## config.mk

```make
export PLATFORM = sky130hd
export DESIGN_NAME = srv_top
export DESIGN_NICKNAME = d
export VERILOG_FILES = /design/src/hdl/srv_pkg.sv /design/src/hdl/srv_prio_vec.sv /design/src/hdl/srv_wdog.sv /design/src/hdl/srv_top.sv
export SDC_FILE = /design/constraint.sdc
export NUM_CORES = 1
export LEC_CHECK = 0
export BUFFER_PORTS_ARGS = -buffer_cell sky130_fd_sc_hd__buf_2
export CAP_MARGIN = 20
export CORE_ASPECT_RATIO = 1.25
export CORE_MARGIN = 2
export CORE_UTILIZATION = 37
export DETAILED_ROUTE_END_ITERATION = 8
export PLACE_DENSITY_LB_ADDON = 0.3
export SLEW_MARGIN = 25
export SYNTH_ARGS = -nofsm -noshare
export SYNTH_HDL_FRONTEND = slang
export SYNTH_SLANG_ARGS = --single-unit
export TNS_END_PERCENT = 50
```

## constraint.sdc

```tcl
create_clock -name sys_clk_i -period 6.8 [get_ports sys_clk_i]
set_input_delay 1.36 -clock sys_clk_i [delete_from_list [all_inputs] [get_ports sys_clk_i]]
set_output_delay 1.36 -clock sys_clk_i [all_outputs]
set_load 0.005 [all_outputs]
```

## src/hdl/srv_pkg.sv

```systemverilog
// Constants, types and register map of the system reset and NMI vector unit
// Notes on behaviour
// - Three read-only vectors at 015Eh, 015Ch, 015Ah give top pending code or 00h.
// - Reset cause: brownout 02h highest, reset pin 04h, software brownout 06h.
// - Reset cause: deep-sleep wake 08h, security 0Ah, supervisor 0Eh; 0Ch reserved.
// - Reset cause: software power-on 14h; codes 10h and 12h reserved.
// - Reset cause: watchdog time-out gives 16h, a power-up-clear reset.
// - Reset cause: wrong watchdog password write gives 18h and triggers power-up-clear.
// - Reset cause: memory controller password violation gives 1Ah.
// - Uncorrectable memory bit error: 1Ch in reset cause, 04h in system NMI.
// - Reset cause: fetch from peripheral area gives 1Eh.
// - Reset cause: power-manager password 20h, lock loss 24h; 22h, 26h-3Eh reserved.
// - System NMI: supervisor low-power reset entry 02h highest; 06h-10h reserved.
// - System NMI: vacant memory access gives 12h.
// - System NMI: mailbox input pending 14h, mailbox output pending 16h.
// - System NMI: correctable bit error 18h; 1Ah-1Eh reserved, lowest.
// - User NMI: NMI pin 02h highest, oscillator fault 04h; rest reserved.
// - Watchdog mode: unserviced interval expiry generates a system reset.
// - Interval mode: each expiry raises an interrupt instead of a reset.
// - Watchdog clock select: 00 sub-main, 01 auxiliary, 10 very-low oscillator, 11 reserved.
// - Mailbox joins debug link and application; its events feed system NMI.
package srv_pkg;

  localparam logic [15:0] ADDR_UNMI = 16'h015A;
  localparam logic [15:0] ADDR_SNMI = 16'h015C;
  localparam logic [15:0] ADDR_RST = 16'h015E;
  localparam logic [15:0] ADDR_WDCTL = 16'h01CC;
  localparam logic [15:0] ADDR_MBIN = 16'h0120;
  localparam logic [15:0] ADDR_MBOUT = 16'h0122;

  // Flag index i reports code 2*i
  localparam int RST_N = 31;
  localparam int NMI_N = 15;
  localparam int RI_BROWNOUT = 1;
  localparam int RI_PIN = 2;
  localparam int RI_SWBOR = 3;
  localparam int RI_WAKE = 4;
  localparam int RI_SEC = 5;
  localparam int RI_SUP = 7;
  localparam int RI_SWPOR = 10;
  localparam int RI_WDTO = 11;
  localparam int RI_WDPW = 12;
  localparam int RI_NVPW = 13;
  localparam int RI_UNCOR = 14;
  localparam int RI_PFETCH = 15;
  localparam int RI_PMPW = 16;
  localparam int RI_LOCK_LOSS = 18;
  localparam int SI_SVS = 1;
  localparam int SI_UNCOR = 2;
  localparam int SI_VAC = 9;
  localparam int SI_MBIN = 10;
  localparam int SI_MBOUT = 11;
  localparam int SI_COR = 12;
  localparam int UI_NMI = 1;
  localparam int UI_OSC = 2;

  // Watchdog control word layout
  localparam int WD_PW_LO = 8;
  localparam int WD_HOLD = 7;
  localparam int WD_SSEL_LO = 5;
  localparam int WD_TMSEL = 4;
  localparam int WD_CNTCL = 3;
  localparam int WD_IS_LO = 0;
  localparam logic [7:0] WD_PASSWORD = 8'hA5;
  localparam logic [7:0] WD_CTL_RST = 8'h00;
  localparam int WD_TAP0 = 15;
  localparam int WD_TAP1 = 13;
  localparam int WD_TAP2 = 9;
  localparam int WD_TAP3 = 6;

  localparam int CLR_PULSE_NS = 200;
  localparam int CLK_NS = 50;
  localparam int CLR_PULSE_CYC = (CLR_PULSE_NS + CLK_NS - 1) / CLK_NS;
  localparam int SUB_DIV = 2;

  typedef enum logic [1:0] {
    SRV_WCK_SUB = 2'b00,
    SRV_WCK_AUX = 2'b01,
    SRV_WCK_VLO = 2'b10,
    SRV_WCK_RSV = 2'b11
  } srv_wck_t;

  typedef struct packed {
    logic rd;
    logic wr;
    logic [15:0] addr;
    logic [15:0] wdata;
  } srv_per_req_t;

  typedef struct packed {
    logic rd;
    logic wr;
    logic [15:0] wdata;
  } srv_dbg_req_t;

  typedef struct packed {
    logic pin_rst;
    logic soft_bor;
    logic wake;
    logic security;
    logic supply;
    logic soft_por;
    logic nvm_pw;
    logic nvm_uncorr;
    logic periph_fetch;
    logic power_pw;
    logic fll_unlock;
    logic svs_lpm;
    logic vacant;
    logic nvm_corr;
    logic nmi_pin;
    logic osc_fault;
  } srv_evt_t;

endpackage

```

## src/hdl/srv_prio_vec.sv

```systemverilog
// Sticky flag set with lowest-index-first priority code and read clear
`timescale 1ns/1ps
module srv_prio_vec #(
  parameter int N = 15,
  parameter logic [N:0] RST_VAL = '0
) (
  input wire logic sys_clk_i,
  input wire logic rst_i,
  input wire logic [N:0] set_i,
  input wire logic [N:0] clr_i,
  input wire logic take_i,
  output logic [15:0] code_o,
  output logic pend_o
);
  typedef struct packed {
    logic [N:0] flags;
  } srv_pv_st_t;

  srv_pv_st_t st;
  srv_pv_st_t next_st;
  logic [N:0] top_hot;

  always_comb begin
    code_o = 16'h0000;
    top_hot = '0;
    for (int i = N; i >= 1; i--) begin
      if (st.flags[i]) begin
        code_o = 16'(i * 2);
        top_hot = '0;
        top_hot[i] = 1'b1;
      end
    end
    pend_o = |st.flags;
    next_st = st;
    // Set wins over both clears so no event is lost
    next_st.flags = (st.flags & ~clr_i & ~(take_i ? top_hot : '0)) | set_i;
    next_st.flags[0] = 1'b0;
  end

  always_ff @(posedge sys_clk_i) begin
    if (rst_i) begin
      st.flags <= RST_VAL;
    end else begin
      st <= next_st;
    end
  end
endmodule

```

## src/hdl/srv_wdog.sv

```systemverilog
// Watchdog counter with selectable clock enable and interval tap
`timescale 1ns/1ps
module srv_wdog #(
  parameter int CNT_W = 16
) (
  input wire logic sys_clk_i,
  input wire logic rst_i,
  input wire logic sub_tick_i,
  input wire logic aux_tick_i,
  input wire logic vlo_tick_i,
  input srv_pkg::srv_wck_t ssel_i,
  input wire logic hold_i,
  input wire logic clr_i,
  input wire logic [1:0] isel_i,
  output logic expire_o
);
  typedef struct packed {
    logic [CNT_W-1:0] cnt;
    logic expire;
  } srv_wd_st_t;

  srv_wd_st_t st;
  srv_wd_st_t next_st;
  logic tick;
  logic [CNT_W-1:0] term;

  always_comb begin
    case (ssel_i)
      srv_pkg::SRV_WCK_SUB: tick = sub_tick_i;
      srv_pkg::SRV_WCK_AUX: tick = aux_tick_i;
      srv_pkg::SRV_WCK_VLO: tick = vlo_tick_i;
      default: tick = 1'b0;
    endcase
    case (isel_i)
      2'b00: term = CNT_W'((64'd1 << srv_pkg::WD_TAP0) - 64'd1);
      2'b01: term = CNT_W'((64'd1 << srv_pkg::WD_TAP1) - 64'd1);
      2'b10: term = CNT_W'((64'd1 << srv_pkg::WD_TAP2) - 64'd1);
      default: term = CNT_W'((64'd1 << srv_pkg::WD_TAP3) - 64'd1);
    endcase
    next_st = st;
    next_st.expire = 1'b0;
    if (clr_i) begin
      next_st.cnt = '0;
    end else if (tick && !hold_i) begin
      if (st.cnt >= term) begin
        next_st.cnt = '0;
        next_st.expire = 1'b1;
      end else begin
        next_st.cnt = st.cnt + CNT_W'(1);
      end
    end
    expire_o = st.expire;
  end

  always_ff @(posedge sys_clk_i) begin
    if (rst_i) begin
      st <= '0;
    end else begin
      st <= next_st;
    end
  end
endmodule

```

## src/hdl/srv_top.sv

```systemverilog
// System reset and NMI vector unit with watchdog and debug mailbox
`timescale 1ns/1ps
module srv_top #(
  parameter int SUB_MAIN_DIV = srv_pkg::SUB_DIV,
  parameter int WD_CNT_W = 16
) (
  input wire logic sys_clk_i,
  input wire logic rst_i,
  input srv_pkg::srv_per_req_t per_req_i,
  output logic [15:0] per_rdata_o,
  input srv_pkg::srv_dbg_req_t dbg_req_i,
  output logic [15:0] dbg_rdata_o,
  output logic dbg_out_full_o,
  input srv_pkg::srv_evt_t evt_i,
  input wire logic aux_tick_i,
  input wire logic vlo_tick_i,
  output logic wdog_reset_o,
  output logic wdog_irq_o,
  output logic snmi_pend_o,
  output logic unmi_pend_o
);
  localparam logic [7:0] CLR_LEN = 8'(srv_pkg::CLR_PULSE_CYC);
  localparam logic [7:0] DIV_LAST = 8'(SUB_MAIN_DIV - 1);

  typedef struct packed {
    logic [15:0] rdata;
    logic [7:0] sub_cnt;
    logic sub_tick;
    logic wd_hold;
    logic [1:0] wd_ssel;
    logic wd_tmsel;
    logic [1:0] wd_isel;
    logic wd_clr;
    logic [7:0] clr_cnt;
    logic clr_pulse;
    logic irq;
    logic [15:0] mb_in;
    logic [15:0] mb_out;
    logic out_full;
    logic [15:0] dbg_rdata;
    logic snmi_p;
    logic unmi_p;
    logic nmi_pin_d;
  } srv_top_st_t;

  srv_top_st_t st;
  srv_top_st_t next_st;

  logic wd_expire;
  logic wd_write;
  logic wd_pw_bad;
  logic rd_rst;
  logic rd_snmi;
  logic rd_unmi;
  logic [srv_pkg::RST_N:0] rst_set;
  logic [srv_pkg::NMI_N:0] snmi_set;
  logic [srv_pkg::NMI_N:0] snmi_clr;
  logic [srv_pkg::NMI_N:0] unmi_set;
  logic [15:0] rst_code;
  logic [15:0] snmi_code;
  logic [15:0] unmi_code;
  logic snmi_pend;
  logic unmi_pend;

  // Brownout is the only reset of this block, so its cause is pending at release
  localparam logic [srv_pkg::RST_N:0] RST_CAUSE_INIT = (srv_pkg::RST_N + 1)'(1) << srv_pkg::RI_BROWNOUT;

  // Decode of bus strobes
  always_comb begin
    rd_rst = per_req_i.rd && (per_req_i.addr == srv_pkg::ADDR_RST);
    rd_snmi = per_req_i.rd && (per_req_i.addr == srv_pkg::ADDR_SNMI);
    rd_unmi = per_req_i.rd && (per_req_i.addr == srv_pkg::ADDR_UNMI);
    wd_write = per_req_i.wr && (per_req_i.addr == srv_pkg::ADDR_WDCTL);
    wd_pw_bad = wd_write && (per_req_i.wdata[15:srv_pkg::WD_PW_LO] != srv_pkg::WD_PASSWORD);
  end

  // Reset-cause sources; reserved indices stay zero
  always_comb begin
    rst_set = '0;
    rst_set[srv_pkg::RI_PIN] = evt_i.pin_rst;
    rst_set[srv_pkg::RI_SWBOR] = evt_i.soft_bor;
    rst_set[srv_pkg::RI_WAKE] = evt_i.wake;
    rst_set[srv_pkg::RI_SEC] = evt_i.security;
    rst_set[srv_pkg::RI_SUP] = evt_i.supply;
    rst_set[srv_pkg::RI_SWPOR] = evt_i.soft_por;
    rst_set[srv_pkg::RI_WDTO] = wd_expire && !st.wd_tmsel;
    rst_set[srv_pkg::RI_WDPW] = wd_pw_bad;
    rst_set[srv_pkg::RI_NVPW] = evt_i.nvm_pw;
    rst_set[srv_pkg::RI_UNCOR] = evt_i.nvm_uncorr;
    rst_set[srv_pkg::RI_PFETCH] = evt_i.periph_fetch;
    rst_set[srv_pkg::RI_PMPW] = evt_i.power_pw;
    rst_set[srv_pkg::RI_LOCK_LOSS] = evt_i.fll_unlock;
  end

  // System NMI sources, mailbox events among them
  always_comb begin
    snmi_set = '0;
    snmi_set[srv_pkg::SI_SVS] = evt_i.svs_lpm;
    snmi_set[srv_pkg::SI_UNCOR] = evt_i.nvm_uncorr;
    snmi_set[srv_pkg::SI_VAC] = evt_i.vacant;
    snmi_set[srv_pkg::SI_MBIN] = dbg_req_i.wr;
    snmi_set[srv_pkg::SI_MBOUT] = dbg_req_i.rd && st.out_full;
    snmi_set[srv_pkg::SI_COR] = evt_i.nvm_corr;
    snmi_clr = '0;
    // Taking the input word also retires its pending event
    snmi_clr[srv_pkg::SI_MBIN] = per_req_i.rd && (per_req_i.addr == srv_pkg::ADDR_MBIN);
  end

  // User NMI sources: pin edge, oscillator fault as a level
  always_comb begin
    unmi_set = '0;
    unmi_set[srv_pkg::UI_NMI] = evt_i.nmi_pin && !st.nmi_pin_d;
    // Fault re-asserts while the oscillator stays bad, so a read cannot hide it
    unmi_set[srv_pkg::UI_OSC] = evt_i.osc_fault;
  end

  srv_prio_vec #(
    .N(srv_pkg::RST_N),
    .RST_VAL(RST_CAUSE_INIT)
  ) u_rst_vec (
    .sys_clk_i(sys_clk_i),
    .rst_i(rst_i),
    .set_i(rst_set),
    .clr_i('0),
    .take_i(rd_rst),
    .code_o(rst_code),
    .pend_o()
  );

  srv_prio_vec #(
    .N(srv_pkg::NMI_N),
    .RST_VAL('0)
  ) u_snmi_vec (
    .sys_clk_i(sys_clk_i),
    .rst_i(rst_i),
    .set_i(snmi_set),
    .clr_i(snmi_clr),
    .take_i(rd_snmi),
    .code_o(snmi_code),
    .pend_o(snmi_pend)
  );

  srv_prio_vec #(
    .N(srv_pkg::NMI_N),
    .RST_VAL('0)
  ) u_unmi_vec (
    .sys_clk_i(sys_clk_i),
    .rst_i(rst_i),
    .set_i(unmi_set),
    .clr_i('0),
    .take_i(rd_unmi),
    .code_o(unmi_code),
    .pend_o(unmi_pend)
  );

  srv_wdog #(
    .CNT_W(WD_CNT_W)
  ) u_wdog (
    .sys_clk_i(sys_clk_i),
    .rst_i(rst_i),
    .sub_tick_i(st.sub_tick),
    .aux_tick_i(aux_tick_i),
    .vlo_tick_i(vlo_tick_i),
    .ssel_i(srv_pkg::srv_wck_t'(st.wd_ssel)),
    .hold_i(st.wd_hold),
    .clr_i(st.wd_clr),
    .isel_i(st.wd_isel),
    .expire_o(wd_expire)
  );

  always_comb begin
    next_st = st;
    next_st.wd_clr = 1'b0;
    next_st.irq = 1'b0;
    next_st.nmi_pin_d = evt_i.nmi_pin;
    next_st.snmi_p = snmi_pend;
    next_st.unmi_p = unmi_pend;

    // Sub-main clock enable derived from the system clock
    next_st.sub_tick = 1'b0;
    if (st.sub_cnt >= DIV_LAST) begin
      next_st.sub_cnt = 8'h00;
      next_st.sub_tick = 1'b1;
    end else begin
      next_st.sub_cnt = st.sub_cnt + 8'h01;
    end

    // Register reads; unmapped addresses return zero
    if (per_req_i.rd) begin
      case (per_req_i.addr)
        srv_pkg::ADDR_RST: next_st.rdata = rst_code;
        srv_pkg::ADDR_SNMI: next_st.rdata = snmi_code;
        srv_pkg::ADDR_UNMI: next_st.rdata = unmi_code;
        srv_pkg::ADDR_WDCTL: begin
          next_st.rdata = {8'h00, st.wd_hold, st.wd_ssel, st.wd_tmsel, 1'b0, 1'b0, st.wd_isel};
        end
        srv_pkg::ADDR_MBIN: next_st.rdata = st.mb_in;
        srv_pkg::ADDR_MBOUT: next_st.rdata = st.mb_out;
        default: next_st.rdata = 16'h0000;
      endcase
    end

    // Watchdog control; a bad key is not applied, and the clear pulse it triggers restores the defaults
    if (wd_write && !wd_pw_bad) begin
      next_st.wd_hold = per_req_i.wdata[srv_pkg::WD_HOLD];
      next_st.wd_ssel = per_req_i.wdata[srv_pkg::WD_SSEL_LO +: 2];
      next_st.wd_tmsel = per_req_i.wdata[srv_pkg::WD_TMSEL];
      next_st.wd_isel = per_req_i.wdata[srv_pkg::WD_IS_LO +: 2];
      next_st.wd_clr = per_req_i.wdata[srv_pkg::WD_CNTCL];
    end

    // Expiry: interrupt in interval mode, reset otherwise
    if (wd_expire && st.wd_tmsel) begin
      next_st.irq = 1'b1;
    end

    // Power-up clear pulse, stretched to a minimum width
    if (st.clr_cnt != 8'h00) begin
      next_st.clr_cnt = st.clr_cnt - 8'h01;
    end
    if ((wd_expire && !st.wd_tmsel) || wd_pw_bad) begin
      next_st.clr_cnt = CLR_LEN;
    end
    next_st.clr_pulse = (next_st.clr_cnt != 8'h00);
    if (st.clr_pulse) begin
      // Power-up clear returns the watchdog to defaults, counter included
      next_st.wd_hold = srv_pkg::WD_CTL_RST[srv_pkg::WD_HOLD];
      next_st.wd_ssel = srv_pkg::WD_CTL_RST[srv_pkg::WD_SSEL_LO +: 2];
      next_st.wd_tmsel = srv_pkg::WD_CTL_RST[srv_pkg::WD_TMSEL];
      next_st.wd_isel = srv_pkg::WD_CTL_RST[srv_pkg::WD_IS_LO +: 2];
      next_st.wd_clr = 1'b1;
    end

    // Mailbox: debug writes inbound word, application writes outbound word
    if (dbg_req_i.wr) begin
      next_st.mb_in = dbg_req_i.wdata;
    end
    if (per_req_i.wr && (per_req_i.addr == srv_pkg::ADDR_MBOUT)) begin
      next_st.mb_out = per_req_i.wdata;
      next_st.out_full = 1'b1;
    end else if (dbg_req_i.rd) begin
      next_st.out_full = 1'b0;
    end
    if (dbg_req_i.rd) begin
      next_st.dbg_rdata = st.mb_out;
    end
  end

  always_ff @(posedge sys_clk_i) begin
    if (rst_i) begin
      st <= '0;
    end else begin
      st <= next_st;
    end
  end

  assign per_rdata_o = st.rdata;
  assign dbg_rdata_o = st.dbg_rdata;
  assign dbg_out_full_o = st.out_full;
  assign wdog_reset_o = st.clr_pulse;
  assign wdog_irq_o = st.irq;
  assign snmi_pend_o = st.snmi_p;
  assign unmi_pend_o = st.unmi_p;
endmodule

```

==> key figures, run 1 <==
CTS
  • TritonCTS Buffers: 17
  • CTS tree: yes
  • CTS sink cnt: 172
  • CTS root buf: clkbuf_16
  • Worst-path clk slew: 0.08 ns
  • Hold-fix buffers, CTS: 0
  • Post-CTS Setup Bufs: 0
  • H-tree levels: 4
  • CTS Buffer Depth: 2
  • Worst-skew pair later-pin latency: 0.44 ns
  • Post-CTS Resized: 0

Pwr
  • Max IR drop VDD: 0.2093 mV
  • P_leak: 0.003665 uW
  • Total power draw: 2336 uW
  • Power density cells: 259.0 nW/um^2
  • Switching power share of the total: 0.2915
  • Int Pwr: 1655 uW
  • Psw: 681.1 uW
  • Combinational share of power: 0.112
  • Clock power share: 0.420
  • Reg power frac: 0.468

Worst setup path
  • Crit-path leading delay family: simple AND/OR/NAND/NOR gates
  • CP Launch Type: input port
  • Worst Path Buf+Inv: 1
  • Crit. End Element: flip-flop
  • Critical path class: in -> reg
  • CP max FO: 17
  • Worst path cell trace: buf_2 -> nor4_4 -> and4_1 -> nand3_1 -> nand2_1 -> a21oi_1
  • WP data arrival: 3.57 ns
  • Slowest Stage Delay on Critical Path: 0.62 ns
  • Worst EP required: 7.10 ns
  • CP max stage cell: nand3_1

Layout
  • # nets final: 1072
  • Filler instances: 2099
  • N_diodes: 0
  • Syn-to-layout area delta: 14.27%
  • Share of layout cells above drive strength 1: 0.1663

Logic synthesis
  • Share of flip-flops with an asynchronous set or reset: 0
  • Area of the mapped netlist: 7894 sq um
  • Top_reg_cell synth: dfxtp_1
  • Avg Inst Size Synth: 8.562 sq um
  • Synthesized flop and latch total: 172
  • Cell variety after synth: 67
  • Cell taking the most area after synthesis: dfxtp_1
  • Most common cell in the netlist: dfxtp_1
  • EDFF count, synth: 0
  • Synth top area share: 0.4362
  • Most frequent cells after synthesis: dfxtp_1, nor2_1, nand2_1
  • Dominant cells by area after synthesis: dfxtp_1, nor2_1, mux2i_1
  • Sequential share of the synthesized area: 0.4362
  • Yosys synthesis warning count: 0
  • Synth Instances: 922

Routing
  • Final WL: 20290 um
  • # DRC: 0
  • DR WL/cell: 15.95 um
  • Vias per cell: 5.266
  • DR iter-0 viols: 492
  • Drt pass-1 iters: 5
  • Routed vias: 6698
  • Antenna-violating nets left: 0

Outcome
  • Status: completed

Placement
  • Placer Congestion: 0.8524
  • HPWL Detailed: 14870 um
  • Port bufs: 108

Global route
  • Grt ovf: 0
  • Gr usage total: 0.1836
  • Pin count of the biggest net entering global routing: 58
  • Vias in the first global route: 6476
  • Antenna violations before repair: 0
  • Global-route wire length before repair: 33060 um

STA
  • Setup TNS: 0 ns
  • Slew Limit Fails: 0
  • # setup viols final: 0
  • Final Hold Fails: 0
  • F_max: 305.5 MHz
  • RSZ-0062 raised after global routing: false
  • Rel. slew slack: 0.4583
  • Tmin final: 3.273 ns
  • Worst-Margin Slew: 0.8063 ns
  • Clock skew: 0.01346 ns
  • Post-route clock period utilization: 0.4814

Floorplan
  • Total Die Area: 22530 sq um
  • Starting density of the core: 0.3779
  • DIE HEIGHT: 167.3 um
  • Ports: 109
  • DIE WIDTH: 134.6 um
  • Core area: 20890 sq um
  • Standard-cell row count: 59

Run
  • Max-Cap Viols: 0

Min path
  • Worst hold path class: reg -> reg
## state kept, by name, summed over array words and instances (netlist names)
signal	count
u_wdog.expire_o	1
unmi_pend_o	1
st	57
wdog_irq_o	1
u_wdog.st	16
u_snmi_vec.st	15
snmi_pend_o	1
per_rdata_o	16
u_rst_vec.st	31
dbg_out_full_o	1
dbg_rdata_o	16
wdog_reset_o	1
u_unmi_vec.st	15
## worst reg2reg max path: stages, from the launching register on
cell,delay (ns)
dfxtp_1,0.57
and2_1,0.24
ha_1,0.25
and3_1,0.17
a221oi_1,0.26
o21ai_0,0.15
a2111oi_2,0.68
o21bai_2,0.31
nor2_1,0.19
## layer usage
metal  part of all wire  global-route usage
met5                  0                   0
met4              0.024             0.07551
met3              0.034             0.03482
met2               0.49              0.3024
met1               0.46              0.2349
## through the flow
stage | worst slack, ns | area (sq um) | hold WS (ns) | instances | utilization
after detailed placement | 3.119 | 8418 | 0.4461 | 1240 | 0.4029
after CTS | 3.578 | 9016 | 0.4581 | 1272 | 0.4316
after global routing | 3.266 | 9020 | 0.4913 | 1272 | 0.4318
final | 3.527 | 9020 | 0.4595 | 1272 | 0.4318
after floorplan | 3.678 | 7909 | 0.4255 | 926 | -
after global placement | 3.178 | 8418 | 0.4382 | 1240 | 0.4029
## power groups by stage
stage                     clock network [uW]  registers, uW  logic, uW
after global placement                     0           1110        259
after floorplan                            0           1100        191
after global routing                    1040           1100        296
final                                    982           1090        262
after detailed placement                   0           1110        260
after CTS                                995           1090        262
## worst paths after layout
check	from	end	slack [ns]	cells after the start
max reg2reg	st[64]$_SDFFE_PP0P_	u_wdog.st[9]$_SDFFE_PP0P_	3.92	8
max	per_req_i[27]	st[22]$_SDFFE_PP0P_	3.53	6
min reg2reg	u_unmi_vec.st[15]$_SDFF_PP0_	u_unmi_vec.st[15]$_SDFF_PP0_	0.46	2
min	u_unmi_vec.st[15]$_SDFF_PP0_	u_unmi_vec.st[15]$_SDFF_PP0_	0.46	2
## layout by cell type (no fill, tap or decap), drive strengths merged, types with 4 or more instances in the layout
cell | synthesis | routed
a2111oi | 6 | 6
nor2 | 137 | 137
nor4bb | 4 | 4
a31oi | 8 | 8
clkbuf | 29 | 17
or3 | 6 | 6
a21oi | 72 | 72
nand2b | 8 | 8
a211oi | 6 | 6
nor2b | 8 | 8
dfxtp | 172 | 172
ha | 15 | 15
and4 | 6 | 6
o31ai | 5 | 5
mux2 | 9 | 9
and2 | 4 | 4
nor3b | 4 | 4
o211a | 6 | 6
xnor2 | 5 | 5
mux2i | 46 | 46
o21ai | 24 | 24
nand2 | 86 | 86
a221oi | 5 | 5
o311ai | 5 | 5
conb | 1 | 5
nand4 | 14 | 14
o311a | 6 | 6
and3 | 17 | 17
nand3 | 29 | 29
nor3 | 34 | 34
clkinv | 0 | 5
inv | 31 | 39
or2 | 5 | 5
xor2 | 15 | 15
nor4 | 13 | 13
buf | 41 | 110
## final cells by class
type	instances	area (sq um)	area share
sequential	172	3443	0.3817
multi-input combinational	653	3961	0.4392
inverter	31	116.4	0.01290
clock inverter	15	172.7	0.01914
clock buffer	17	425.4	0.04716
tap	274	342.8	0.03801
timing repair buffer	110	558.0	0.06187
## cell families (layout without fill, tap and decap cells)
| logic type | after synthesis | in the layout | share of synthesized area |
|---|---|---|---|
| buffers and inverters | 101 | 173 | 0.06435 |
| multiplexers | 55 | 55 | 0.07117 |
| flip-flops | 172 | 172 | 0.4362 |
| other | 1 | 5 | 0.0004751 |
| AO/OA/AOI/OAI | 169 | 169 | 0.1395 |
| AND/OR/NAND/NOR | 389 | 389 | 0.2424 |
| XOR/XNOR | 20 | 20 | 0.02219 |
| adder cells (fa/ha/maj) | 15 | 15 | 0.02378 |
Power figures use the tool's default switching activity.
==> inputs of run 2 (changes only) <==
==> constraint.sdc (replaced) <==
create_clock -name sys_clk_i -period 2.9 [get_ports sys_clk_i]
set_input_delay 0.58 -clock sys_clk_i [delete_from_list [all_inputs] [get_ports sys_clk_i]]
set_output_delay 0.58 -clock sys_clk_i [all_outputs]
set_load 0.005 [all_outputs]
==> run 2 against run 1 <==
Effect of this change:
- combinational power is 140% higher
- sequential cell count stayed put
- clock skew is 0.0027 ns lower
- highest routed layer unchanged
==> key figures, run 2 (synthesized netlist as in run 1, its figures left out) <==
Outcome
  • Status: completed

Placement
  • Placer Congestion: 0.8607
  • Pre-CTS setup slack: 0.3852 ns
  • Port bufs: 108
  • HPWL Detailed: 15310 um

Routing
  • Vias per cell: 5.217
  • # DRC: 0
  • Antenna-violating nets left: 0
  • Routed vias: 6745
  • Final WL: 20610 um
  • DR WL/cell: 15.94 um
  • Drt pass-1 iters: 5
  • DR iter-0 viols: 397

Pwr
  • P_leak: 0.003778 uW
  • Psw: 1507 uW
  • Switching power share of the total: 0.2710
  • Int Pwr: 4055 uW
  • Combinational share of power: 0.114
  • Clock power share: 0.426
  • Power density cells: 605.0 nW/um^2
  • Reg power frac: 0.460
  • Max IR drop VDD: 0.3628 mV

Worst setup path
  • CP Launch Type: flip-flop
  • Worst Reg-to-Reg Cells: 9
  • Critical path class: reg -> reg
  • Worst EP required: 3.26 ns
  • Reg2Reg Setup Slack: 0.55 ns
  • CP dominant cell by count: o21ai_0
  • Reg-to-reg endpoint: u_wdog.st[3]$_SDFFE_PP0P_
  • Crit. End Element: flip-flop
  • Crit Reg-Reg Startpoint: st[63]$_SDFFE_PP0P_
  • WP data arrival: 2.72 ns
  • CP max stage cell: a2111oi_2
  • CP max FO: 4
  • Worst path cell trace: and2_1 -> ha_1 -> and3_1 -> a221oi_1 -> o21ai_0 -> a2111oi_2 -> buf_4 -> o21ai_0 -> a21oi_1
  • Crit path from: st[63]$_SDFFE_PP0P_
  • Slowest Stage Delay on Critical Path: 0.44 ns

STA
  • # setup viols final: 0
  • Tmin final: 2.354 ns
  • Clock skew: 0.01072 ns
  • F_max: 424.9 MHz
  • RSZ-0062 raised after global routing: false
  • Worst-Margin Slew: 0.6815 ns
  • Final Hold Fails: 0
  • Setup TNS: 0 ns
  • Post-route clock period utilization: 0.8116
  • Slew Limit Fails: 0
  • Rel. slew slack: 0.5397
  • Setup WS post-layout: 0.5465 ns

CTS
  • CTS sink cnt: 172
  • Hold-fix buffers, CTS: 0
  • Post-CTS Setup Bufs: 0
  • Post-CTS Resized: 0
  • CTS Buffer Depth: 2
  • CTS tree: yes
  • H-tree levels: 4
  • Worst-path clk slew: 0.07 ns
  • TritonCTS Buffers: 17
  • Worst-skew pair later-pin latency: 0.44 ns
  • CTS root buf: clkbuf_16

Global route
  • Global-route wire length before repair: 32950 um
  • Pin count of the biggest net entering global routing: 53
  • GRT met1 Usage: 0.2272
  • GR Layer Usage met2: 0.3209
  • Gr usage total: 0.1834
  • Grt ovf: 0
  • Antenna violations before repair: 0
  • GRT busiest layer: met2
  • Vias in the first global route: 6406
  • GRT met3 Usage: 0.03209

Layout
  • Most flops, register: st
  • Area of the multi-input gates: 3958 sq um
  • Most frequent cells in the layout: dfxtp_1, nor2_1, buf_2, nand2_1, a21oi_1
  • Max reg flops: 57
  • Most common cell after layout, fill and taps aside: dfxtp_1
  • Share of layout cells above drive strength 1: 0.1816
  • N_diodes: 0
  • Largest registers: st: 57 flops, u_rst_vec.st: 31 flops
  • Syn-to-layout area delta: 16.47%
  • # nets final: 1093
  • Sequential Area: 3443 sq um
  • Filler instances: 2054

Floorplan
  • Starting density of the core: 0.3779
  • DIE WIDTH: 134.6 um
  • Standard-cell row count: 59
  • Core area: 20890 sq um
  • Ports: 109
  • Total Die Area: 22530 sq um
  • DIE HEIGHT: 167.3 um

Min path
  • Min-delay src: evt_i[9]
  • Hold Path Depth: 3
  • Worst Hold Path EP: u_rst_vec.st[13]$_SDFF_PP0_
  • Worst hold path class: in -> reg

Run
  • Max-Cap Viols: 0
run 2: changes by cell type in the layout (fill, tap and decap cells not counted):
cell and delta:
inv_8 -5, clkinv_4 +1, o21bai_2 -1, o21bai_1 +1, bufinv_16 +2, buf_4 +21
inv_6 +3, clkinv_8 -2, inv_2 -1, inv_1 +1, clkbuf_8 +1
run 2: critical path, delay by kind of cell, from the launching register on:
family	cells	cell delay [ns]
AOI/OAI and AO/OA	5	1.07
adders and majority gates	1	0.26
buffers and inverters	1	0.20
DFF	1	0.39
and+or+nand+nor	2	0.37
run 2: power groups by stage:
stage	clock (uW)	combinational [uW]	sequential, uW
global route	2510	716	2570
floorplan	0	448	2590
detailed placement	0	631	2610
CTS	2410	636	2560
global placement	0	624	2610
finish	2370	636	2560
run 2: area by class of cell:
cell class	instances	share of cell area
multi-input cells	653	0.4305
flip-flops and latches	172	0.3745
repair buffers	131	0.07784
clock buffers	18	0.04777
well taps	274	0.03729
clock inverters	14	0.01946
inverters	31	0.01266
run 2: metrics by stage:
stage | utilization | cells | instance area [sq um] | power, uW | hold slack, ns
final | 0.4401 | 1293 | 9194 | 5562 | 0.3597
after global routing | 0.4401 | 1293 | 9194 | 5792 | 0.3658
after CTS | 0.4401 | 1293 | 9194 | 5599 | 0.3478
after detailed placement | 0.4105 | 1261 | 8576 | 3240 | 0.4446
after global placement | 0.4105 | 1261 | 8576 | 3232 | 0.4333
after floorplan | - | 926 | 7909 | 3033 | 0.4255
run 2: worst max path at each step:
stage	slack, ns	to
2_1_floorplan	0.56	u_unmi_vec.st[14]$_SDFF_PP0_
3_3_place_gp	0.42	u_unmi_vec.st[14]$_SDFF_PP0_
3_5_place_dp	0.39	u_unmi_vec.st[14]$_SDFF_PP0_
4_1_cts	0.54	u_wdog.st[16]$_SDFFE_PP0P_
5_1_grt	0.32	u_wdog.st[3]$_SDFFE_PP0P_
6_report	0.55	u_wdog.st[3]$_SDFFE_PP0P_
run 2: layer usage:
layer | part of all wire | vias up
li1 | - | 3398
met1 | 0.45 | 3185
met2 | 0.50 | 143
met3 | 0.033 | 19
met4 | 0.014 | 0
met5 | 0 | -
